===== config.mk =====
export PLATFORM = sky130hd
export DESIGN_NAME = rtc_core
export DESIGN_NICKNAME = d
export VERILOG_FILES = /design/src/rtc_pkg.sv /design/src/rtc_core.sv
export VERILOG_INCLUDE_DIRS = /design/src /design/src/src
export SDC_FILE = /design/constraint.sdc
export NUM_CORES = 1
export LEC_CHECK = 0
export ABC_AREA = 0
export BUFFER_PORTS_ARGS = -buffer_cell sky130_fd_sc_hd__buf_2
export CAP_MARGIN = 15
export CORE_MARGIN = 2
export CORE_UTILIZATION = 40
export CTS_CLUSTER_SIZE = 10
export DETAILED_ROUTE_END_ITERATION = 10
export PLACE_DENSITY = 0.6
export SLEW_MARGIN = 0
export SYNTH_ARGS = -nofsm -noshare
export SYNTH_HDL_FRONTEND = slang
export SYNTH_SLANG_ARGS = --single-unit

===== constraint.sdc =====
create_clock -name SYS_CLK_IN -period 6.1 [get_ports SYS_CLK_IN]
set_input_delay 0.61 -clock SYS_CLK_IN [delete_from_list [all_inputs] [get_ports SYS_CLK_IN]]
set_output_delay 0.61 -clock SYS_CLK_IN [all_outputs]
set_load 0.005 [all_outputs]

===== src/rtc_defines.svh =====
// Purpose: constants of the rtc timer, alarm and clock monitor core
// Assumes: 200 MHz system clock
// Notes:   counts from nominal times, rounded up
`ifndef RTC_DEFINES_SVH
`define RTC_DEFINES_SVH
`define RTC_CLK_PERIOD_NS   5
`define RTC_MCD_TIMEOUT_US  100
`define RTC_BLANK_MS        2
`define RTC_MCD_TIMEOUT_CYC ((`RTC_MCD_TIMEOUT_US*1000+`RTC_CLK_PERIOD_NS-1)/`RTC_CLK_PERIOD_NS)
`define RTC_BLANK_CYC       ((`RTC_BLANK_MS*1000000+`RTC_CLK_PERIOD_NS-1)/`RTC_CLK_PERIOD_NS)
`define RTC_TIMER_W         32
`define RTC_CNT_W           20
`define RTC_BYTES           4
`define RTC_BYTE_W          8
`define RTC_TIMER_ZERO      32'h0000_0000
`define RTC_TIMER_ONE       32'h0000_0001
`define RTC_CNT_ZERO        20'h0_0000
`define RTC_CNT_ONE         20'h0_0001
`endif


===== src/rtc_pkg.sv =====
// Purpose: state type of the rtc core
// Assumes: rtc_defines.svh on the include path
// Notes:   whole core state lives in one packed struct
package rtc_pkg;
  `include "rtc_defines.svh"

  typedef struct packed {
    logic                    osc_s1;
    logic                    osc_s2;
    logic                    osc_prev;
    logic [`RTC_TIMER_W-1:0] timer;
    logic [`RTC_TIMER_W-1:0] capture;
    logic [`RTC_TIMER_W-1:0] alarm_match;
    logic                    auto_reset;
    logic                    load_req;
    logic                    snap_req;
    logic                    alarm_flag;
    logic                    clear_pending;
    logic                    osc_fail;
    logic                    crystal_valid;
    logic [`RTC_CNT_W-1:0]   mcd_cnt;
    logic [`RTC_CNT_W-1:0]   blank_cnt;
    logic                    irq_req;
    logic                    wake_req;
    logic                    rst_req;
  } rtc_state_type;
endpackage


===== src/rtc_core.sv =====
// Purpose: rtc timer, equality alarm, load and snapshot handshakes,
//          missing-clock monitor and crystal-valid blanking
// Assumes: oscillator level asynchronous, all controls synchronous inputs
// Notes:   oscillator edges become one-cycle enables after a
//          two-flop synchroniser
`timescale 1ns/1ps
`include "rtc_defines.svh"

module rtc_core
  import rtc_pkg::*;
#(
  parameter int unsigned MCD_TIMEOUT_CYC = `RTC_MCD_TIMEOUT_CYC,
  parameter int unsigned BLANK_CYC       = `RTC_BLANK_CYC
) (
  input  wire logic                    SYS_CLK_IN,      // system clock
  input  wire logic                    RST_IN,          // sync reset
  input  wire logic                    OSC_IN,          // osc level
  input  wire logic                    OSC_ENABLE_IN,   // osc powered
  input  wire logic                    CRYSTAL_AMP_IN,  // amp detector
  input  wire logic                    MCD_ENABLE_IN,   // monitor on
  input  wire logic                    OSC_FAIL_CLR_IN, // clear fail
  input  wire logic                    TIMER_RUN_IN,    // run control
  input  wire logic                    ALARM_EN_IN,     // alarm enable
  input  wire logic                    AUTO_RST_WR_IN,  // flag bit write
  input  wire logic                    AUTO_RST_DATA_IN, // written value
  input  wire logic                    CAPTURE_WR_IN,   // capture write
  input  wire logic [`RTC_BYTES-1:0]   CAPTURE_BE_IN,   // byte enables
  input  wire logic [`RTC_TIMER_W-1:0] CAPTURE_DATA_IN, // capture data
  input  wire logic                    ALARM_WR_IN,     // match write
  input  wire logic [`RTC_BYTES-1:0]   ALARM_BE_IN,     // byte enables
  input  wire logic [`RTC_TIMER_W-1:0] ALARM_DATA_IN,   // match data
  input  wire logic                    LOAD_REQ_IN,     // load pulse
  input  wire logic                    SNAP_REQ_IN,     // snapshot pulse
  input  wire logic                    ALARM_IRQ_EN_IN, // alarm to irq
  input  wire logic                    ALARM_WAKE_EN_IN, // alarm wake
  input  wire logic                    ALARM_RST_EN_IN, // alarm reset
  input  wire logic                    MCD_IRQ_EN_IN,   // fail to irq
  input  wire logic                    MCD_WAKE_EN_IN,  // fail wake
  input  wire logic                    MCD_RST_EN_IN,   // fail reset
  output logic [`RTC_TIMER_W-1:0]      TIMER_OUT,       // timer count
  output logic [`RTC_TIMER_W-1:0]      CAPTURE_OUT,     // capture regs
  output logic [`RTC_TIMER_W-1:0]      ALARM_MATCH_OUT, // match regs
  output logic                         LOAD_BUSY_OUT,   // load pending
  output logic                         SNAP_BUSY_OUT,   // snap pending
  output logic                         AUTO_RST_OUT,    // auto-reset on
  output logic                         ALARM_FLAG_OUT,  // alarm flag
  output logic                         OSC_FAIL_OUT,    // fail flag
  output logic                         CRYSTAL_VALID_OUT, // valid status
  output logic                         IRQ_REQ_OUT,     // irq pulse
  output logic                         WAKE_REQ_OUT,    // wake pulse
  output logic                         RESET_REQ_OUT    // reset pulse
);

  localparam logic [`RTC_CNT_W-1:0] MCD_LIMIT =
    `RTC_CNT_W'(MCD_TIMEOUT_CYC);
  localparam logic [`RTC_CNT_W-1:0] BLANK_LIMIT =
    `RTC_CNT_W'(BLANK_CYC);

  rtc_state_type                     state_reg;
  rtc_state_type                     state_next;
  logic [`RTC_TIMER_W-1:0]           cap_merged;
  logic [`RTC_TIMER_W-1:0]           match_merged;
  logic                              tick;
  logic                              osc_edge;
  logic                              timer_moves;
  logic [`RTC_TIMER_W-1:0]           timer_new;
  logic                              alarm_evt;
  logic                              mcd_evt;

  // ********************************************************
  // byte-wise merge of capture and match writes
  // ********************************************************
  generate
    for (genvar i = 0; i < `RTC_BYTES; i++) begin : g_byte
      assign cap_merged[`RTC_BYTE_W*i +: `RTC_BYTE_W] =
        (CAPTURE_WR_IN && CAPTURE_BE_IN[i]) ?
        CAPTURE_DATA_IN[`RTC_BYTE_W*i +: `RTC_BYTE_W] :
        state_reg.capture[`RTC_BYTE_W*i +: `RTC_BYTE_W];
      assign match_merged[`RTC_BYTE_W*i +: `RTC_BYTE_W] =
        (ALARM_WR_IN && ALARM_BE_IN[i]) ?
        ALARM_DATA_IN[`RTC_BYTE_W*i +: `RTC_BYTE_W] :
        state_reg.alarm_match[`RTC_BYTE_W*i +: `RTC_BYTE_W];
    end
  endgenerate

  // ********************************************************
  // oscillator edge enables
  // ********************************************************
  assign tick     = state_reg.osc_s2 && !state_reg.osc_prev;
  assign osc_edge = state_reg.osc_s2 != state_reg.osc_prev;

  // ********************************************************
  // next state
  // ********************************************************
  always_comb begin
    state_next        = state_reg;
    state_next.osc_s1 = OSC_IN;
    state_next.osc_s2 = state_reg.osc_s1;
    state_next.osc_prev = state_reg.osc_s2;

    // timer update on oscillator edge
    timer_moves = tick && (state_reg.clear_pending ||
                  state_reg.load_req || TIMER_RUN_IN);
    timer_new   = state_reg.timer;
    if (tick) begin
      if (state_reg.clear_pending) begin
        timer_new = `RTC_TIMER_ZERO;
      end else if (state_reg.load_req) begin
        timer_new = state_reg.capture;
      end else if (TIMER_RUN_IN) begin
        timer_new = state_reg.timer + `RTC_TIMER_ONE;
      end
    end
    state_next.timer = timer_new;

    // capture holding registers and handshakes
    state_next.capture = cap_merged;
    if (tick && state_reg.snap_req) begin
      state_next.capture = state_reg.timer;
    end
    if (tick) begin
      state_next.load_req = 1'b0;
      state_next.snap_req = 1'b0;
    end
    if (LOAD_REQ_IN) begin
      state_next.load_req = 1'b1;
    end
    if (SNAP_REQ_IN) begin
      state_next.snap_req = 1'b1;
    end

    // alarm compare and flag
    state_next.alarm_match = match_merged;
    if (AUTO_RST_WR_IN) begin
      state_next.auto_reset = AUTO_RST_DATA_IN;
    end
    alarm_evt = ALARM_EN_IN && timer_moves &&
                (timer_new == state_reg.alarm_match);
    if (!ALARM_EN_IN) begin
      state_next.alarm_flag = 1'b0;
    end else if (tick) begin
      state_next.alarm_flag = alarm_evt;
    end
    if (tick) begin
      state_next.clear_pending = alarm_evt && state_reg.auto_reset;
    end

    // missing-clock one-shot, retriggered by any level change
    mcd_evt = 1'b0;
    if (!MCD_ENABLE_IN || osc_edge) begin
      state_next.mcd_cnt = `RTC_CNT_ZERO;
    end else if (state_reg.mcd_cnt != MCD_LIMIT) begin
      state_next.mcd_cnt = state_reg.mcd_cnt + `RTC_CNT_ONE;
      mcd_evt = (state_reg.mcd_cnt + `RTC_CNT_ONE) == MCD_LIMIT;
    end
    if (OSC_FAIL_CLR_IN) begin
      state_next.osc_fail = 1'b0;
    end
    if (mcd_evt) begin
      state_next.osc_fail = 1'b1;
    end

    // crystal-valid blanking after oscillator turn-on
    if (!OSC_ENABLE_IN) begin
      state_next.blank_cnt = `RTC_CNT_ZERO;
    end else if (state_reg.blank_cnt != BLANK_LIMIT) begin
      state_next.blank_cnt = state_reg.blank_cnt + `RTC_CNT_ONE;
    end
    state_next.crystal_valid = CRYSTAL_AMP_IN && OSC_ENABLE_IN &&
      (state_reg.blank_cnt == BLANK_LIMIT);

    // gated request pulses toward system logic
    state_next.irq_req  = (alarm_evt && ALARM_IRQ_EN_IN) ||
                          (mcd_evt && MCD_IRQ_EN_IN);
    state_next.wake_req = (alarm_evt && ALARM_WAKE_EN_IN) ||
                          (mcd_evt && MCD_WAKE_EN_IN);
    state_next.rst_req  = (alarm_evt && ALARM_RST_EN_IN) ||
                          (mcd_evt && MCD_RST_EN_IN);
  end

  // ********************************************************
  // state register
  // ********************************************************
  always_ff @(posedge SYS_CLK_IN) begin
    if (RST_IN) begin
      state_reg <= '0;
    end else begin
      state_reg <= state_next;
    end
  end

  // ********************************************************
  // outputs
  // ********************************************************
  assign TIMER_OUT         = state_reg.timer;
  assign CAPTURE_OUT       = state_reg.capture;
  assign ALARM_MATCH_OUT   = state_reg.alarm_match;
  assign LOAD_BUSY_OUT     = state_reg.load_req;
  assign SNAP_BUSY_OUT     = state_reg.snap_req;
  assign AUTO_RST_OUT      = state_reg.auto_reset;
  assign ALARM_FLAG_OUT    = state_reg.alarm_flag;
  assign OSC_FAIL_OUT      = state_reg.osc_fail;
  assign CRYSTAL_VALID_OUT = state_reg.crystal_valid;
  assign IRQ_REQ_OUT       = state_reg.irq_req;
  assign WAKE_REQ_OUT      = state_reg.wake_req;
  assign RESET_REQ_OUT     = state_reg.rst_req;

  // ********************************************************
  // checks
  // ********************************************************
  a_timer_counts: assert property (
    @(posedge SYS_CLK_IN) disable iff (RST_IN)
    tick && TIMER_RUN_IN && !state_reg.clear_pending &&
    !state_reg.load_req |=>
    state_reg.timer == $past(state_reg.timer) + `RTC_TIMER_ONE)
    else $error("timer did not advance on oscillator edge");

  a_timer_holds: assert property (
    @(posedge SYS_CLK_IN) disable iff (RST_IN)
    !TIMER_RUN_IN && !state_reg.clear_pending && !state_reg.load_req
    |=> $stable(state_reg.timer))
    else $error("stopped timer changed");

  a_auto_reset_arm: assert property (
    @(posedge SYS_CLK_IN) disable iff (RST_IN)
    tick && alarm_evt && state_reg.auto_reset |=>
    state_reg.clear_pending)
    else $error("auto-reset not armed by the alarm");

  a_auto_reset_clear: assert property (
    @(posedge SYS_CLK_IN) disable iff (RST_IN)
    tick && state_reg.clear_pending |=>
    state_reg.timer == `RTC_TIMER_ZERO)
    else $error("auto-reset did not clear the timer");

  a_alarm_enable_clr: assert property (
    @(posedge SYS_CLK_IN) disable iff (RST_IN)
    !ALARM_EN_IN |=> !state_reg.alarm_flag)
    else $error("alarm flag survived disable");

  a_alarm_on_match: assert property (
    @(posedge SYS_CLK_IN) disable iff (RST_IN)
    $rose(state_reg.alarm_flag) |->
    state_reg.timer == state_reg.alarm_match)
    else $error("alarm without timer match");

  a_alarm_one_cycle: assert property (
    @(posedge SYS_CLK_IN) disable iff (RST_IN)
    state_reg.alarm_flag && tick && !state_reg.clear_pending &&
    !state_reg.load_req |=> !state_reg.alarm_flag)
    else $error("alarm flag held past one oscillator cycle");

  a_load_transfer: assert property (
    @(posedge SYS_CLK_IN) disable iff (RST_IN)
    tick && state_reg.load_req && !state_reg.clear_pending &&
    !LOAD_REQ_IN |=> !state_reg.load_req &&
    state_reg.timer == $past(state_reg.capture))
    else $error("load did not transfer capture to timer");

  a_snap_transfer: assert property (
    @(posedge SYS_CLK_IN) disable iff (RST_IN)
    tick && state_reg.snap_req && !SNAP_REQ_IN |=>
    !state_reg.snap_req && state_reg.capture == $past(state_reg.timer))
    else $error("snapshot did not copy the timer");

  a_fail_needs_en: assert property (
    @(posedge SYS_CLK_IN) disable iff (RST_IN)
    $rose(state_reg.osc_fail) |-> $past(MCD_ENABLE_IN) &&
    $past(state_reg.mcd_cnt) == MCD_LIMIT - `RTC_CNT_ONE)
    else $error("fail flag set without a full timeout");

  a_fail_sticky: assert property (
    @(posedge SYS_CLK_IN) disable iff (RST_IN)
    state_reg.osc_fail && !OSC_FAIL_CLR_IN |=> state_reg.osc_fail)
    else $error("fail flag dropped without a clear");

  a_blank_valid: assert property (
    @(posedge SYS_CLK_IN) disable iff (RST_IN)
    state_reg.blank_cnt != BLANK_LIMIT |=> !CRYSTAL_VALID_OUT)
    else $error("crystal valid shown during blanking");

  a_irq_gated: assert property (
    @(posedge SYS_CLK_IN) disable iff (RST_IN)
    IRQ_REQ_OUT |-> $past(ALARM_IRQ_EN_IN || MCD_IRQ_EN_IN) ##1
    !IRQ_REQ_OUT)
    else $error("interrupt request not a gated pulse");

endmodule // rtc_core


==> run metrics <==
Syn Inst Count 1226; first-pass GRT wire length 47.2 mm; max reg flops 42; Commonest cells post-synth dfxtp_1, nand2_1, nor2_1; vias in the first global route 8334; final core utilization roughly 45%; Max Root-Sink Buffers 2; DR vias between 9000 and 10000; crit start category register; Critical Path Source TIMER_OUT[0]; clk_skew 0.0140 ns; Top FF cell, synth dfxtp_1; fin. max-slew vios 0; WP data arrival 4.46 ns; Final nets 1376; Worst VDD drop between 200 and 300 uV; clock sinks 149; Reg2Reg Setup Slack between 2 and 2.5 ns; Final Hold Viols 0; synthesized area 9330 sq um; dpl cells 1568; FFs w/ async S/R, synth 0%; Num CTS Buffers 17; Slew headroom between 30% and 40%; n_diodes 0; register area share after synthesis 32.0%; syn_nets 1326; top-area cell type share of the netlist area 32.0%; hold_sp MCD_WAKE_EN_IN; critical path's slowest cell or3_4; Syn. warnings 0; non-filler cells, final 1599; DP Wirelength 22.8 mm; DRT Pass-1 Iters 5; share of layout cells above drive strength 1 20.1%; power per cell area 230 nW/um^2; Tmin final 4.09 ns; Die H 157 microns; CP Max Fanout 11; clk_lat worst skew 0.43 ns; Layout area overhead 11.0%; post-synthesis compound-gate area fraction 18.1%; Clock Pin Slew Worst Setup and Hold Paths 0.06 ns; number of flops mapped to enable cells by yosys 0; RR Startpoint TIMER_OUT[0]; Via density ~5.6; RePlAce Congestion 0.967; Buffers on Ports slightly below 200; RSZ-0062 raised after global routing no; DRC Markers 0; CTS tree done; detailed router's first-iteration violation count 767; # setup viols final 0; Bufs and invs on worst path 0; DR WL/cell about 19 microns; fraction of the mapped netlist area in adder cells 0.939%; Crit path largest cell delay 0.62 ns; status finished, final reports clean; Root Buffer clkbuf_16; Leakage between 0.004 and 0.005 uW; total core area 22800 sq um; DR top layer met4; most common cell in the netlist dfxtp_1; Avg Synthesized Cell Area 7.61 sq um; simple-gate portion of the synthesized area 30.2%; largest family of logic cells by synthesized area simple AND/OR/NAND/NOR gates; post-synth top area cell dfxtp_1; final setup TNS 0 ns; Area contributors post-synth dfxtp_1, buf_4, nand2_1, nand3_1, nor2_1; H-Tree Level Count 4; row cnt 55; Cell Area, Placed around 9700 sq um; overall die area 24600 sq um; Hold WC Path Type primary input to register; DR WL met2 14.8 mm; design area 10400 sq um; XOR/XNOR Fraction of Synth Area under 10%; total power 2380 uW; GRT Overall Usage between 20% and 30%; Max Fclk roughly 240 MHz; post-synthesis mux area share 1.84%; Least-Margin Pin Slew 0.917 ns; met3 wire len 2.14 mm; CP Data Required Time 6.47 ns; final period utilization between 60% and 70%; CP cell instances ha_1, nand4_1, or3_4, a2111oi_4, nor3_1, or4_1, nor4_1, nand4_1, a2111oi_4, a22o_1; Distinct cells, synth 69; largest net degree at the start of global routing between 60 and 70; initial core utilization 41.0%; Routed Antenna Nets 0; met1 WL 12.3 mm; routed wire length 30.6 mm; Die Wd roughly 160 microns; postcts setup bufs 0; initial antenna violation count 0; CTS hold repair buffers 0; number of synthesized register bits 149; kind of cell adding the most delay to the critical path simple AND/OR/NAND/NOR gates; fillers 2368; post-cts sizing count 0; gr ovfl total 0; top-level I/O count between 150 and 200; crit path kind register to register; Setup crit end kind register; max-cap viol count 0
[worst register-to-register path, delay by kind of cell (launching register included)]
| family | cells | cell delay (ns) |
|---|---|---|
| flip-flops | 1 | 0.50 |
| AO/OA/AOI/OAI | 3 | 1.13 |
| adder cells (fa/ha/maj) | 1 | 0.24 |
| AND/OR/NAND/NOR | 6 | 2.17 |
[worst paths after layout]
kind | end | depth (start not counted)
max | IRQ_REQ_OUT | 10
min reg2reg | state_next[146] | 1
min | WAKE_REQ_OUT | 2
max reg2reg | IRQ_REQ_OUT | 10
[stage by stage]
stage               hold slack, ns  setup slack, ns
finish                       0.387             2.01
global placement             0.436             2.02
global route                 0.374             1.78
CTS                          0.373             2.05
floorplan                    0.414             2.91
detailed placement           0.437             1.95
[per-layer routing]
metal | vias to the layer above | global-route usage, %
met5 | - | 0
met4 | 0 | 12.2
met3 | 69 | 5.48
met2 | 365 | 41.3
met1 | 4212 | 29.9
li1 | 4382 | -
[power breakdown]
part / internal [uW] / switching (uW)
registers: 1000 / 54.0
logic: 99.3 / 142
clock network: 667 / 412
total: 1770 / 609
[area by class of cell]
| type | instances | area (sq um) | area share (%) |
|---|---|---|---|
| repair buffers | 208 | 1080 | 10.4 |
| flip-flops and latches | 149 | 2980 | 28.8 |
| clock inverters | 9 | 129 | 1.24 |
| clock buffers | 20 | 467 | 4.51 |
| inverters | 27 | 101 | 0.979 |
| multi-input cells | 873 | 5200 | 50.2 |
| well taps | 313 | 392 | 3.78 |
[cell families after synthesis]
family                   Yosys count
AND/OR/NAND/NOR                  557
AO/OA/AOI/OAI                    242
buffers and inverters            204
flip-flops                       149
XOR/XNOR                          50
multiplexers                      17
adder cells (fa/ha/maj)            7
[cell usage in the layout (no fill, tap or decap), types with 5 or more instances in the layout]
cell type	synthesis	layout
a31oi_1	9	9
o31ai_1	9	9
nor2_1	129	129
inv_1	27	27
ha_1	7	7
mux2i_1	16	16
dfxtp_1	149	148
o211ai_1	7	7
a22o_1	8	8
or4_1	6	6
a21oi_1	77	77
o22ai_1	8	8
xor2_1	27	27
o21ai_0	34	34
a22oi_1	5	5
buf_2	8	196
nand3b_1	6	6
and2_1	6	6
nand4_1	24	24
xnor2_1	23	23
and4_1	6	6
a311oi_1	33	33
nand2_1	141	140
nor2b_1	25	25
nand3_1	98	98
clkbuf_16	0	17
nor4_1	15	15
nand2b_1	15	15
o41ai_1	6	6
nor3_1	22	22
or3_1	14	14
and3_1	18	18
nor4b_1	9	9
a32oi_1	6	6
a32o_1	6	6
o21a_1	6	6
buf_4	96	10
Power figures use the tool's default switching activity.
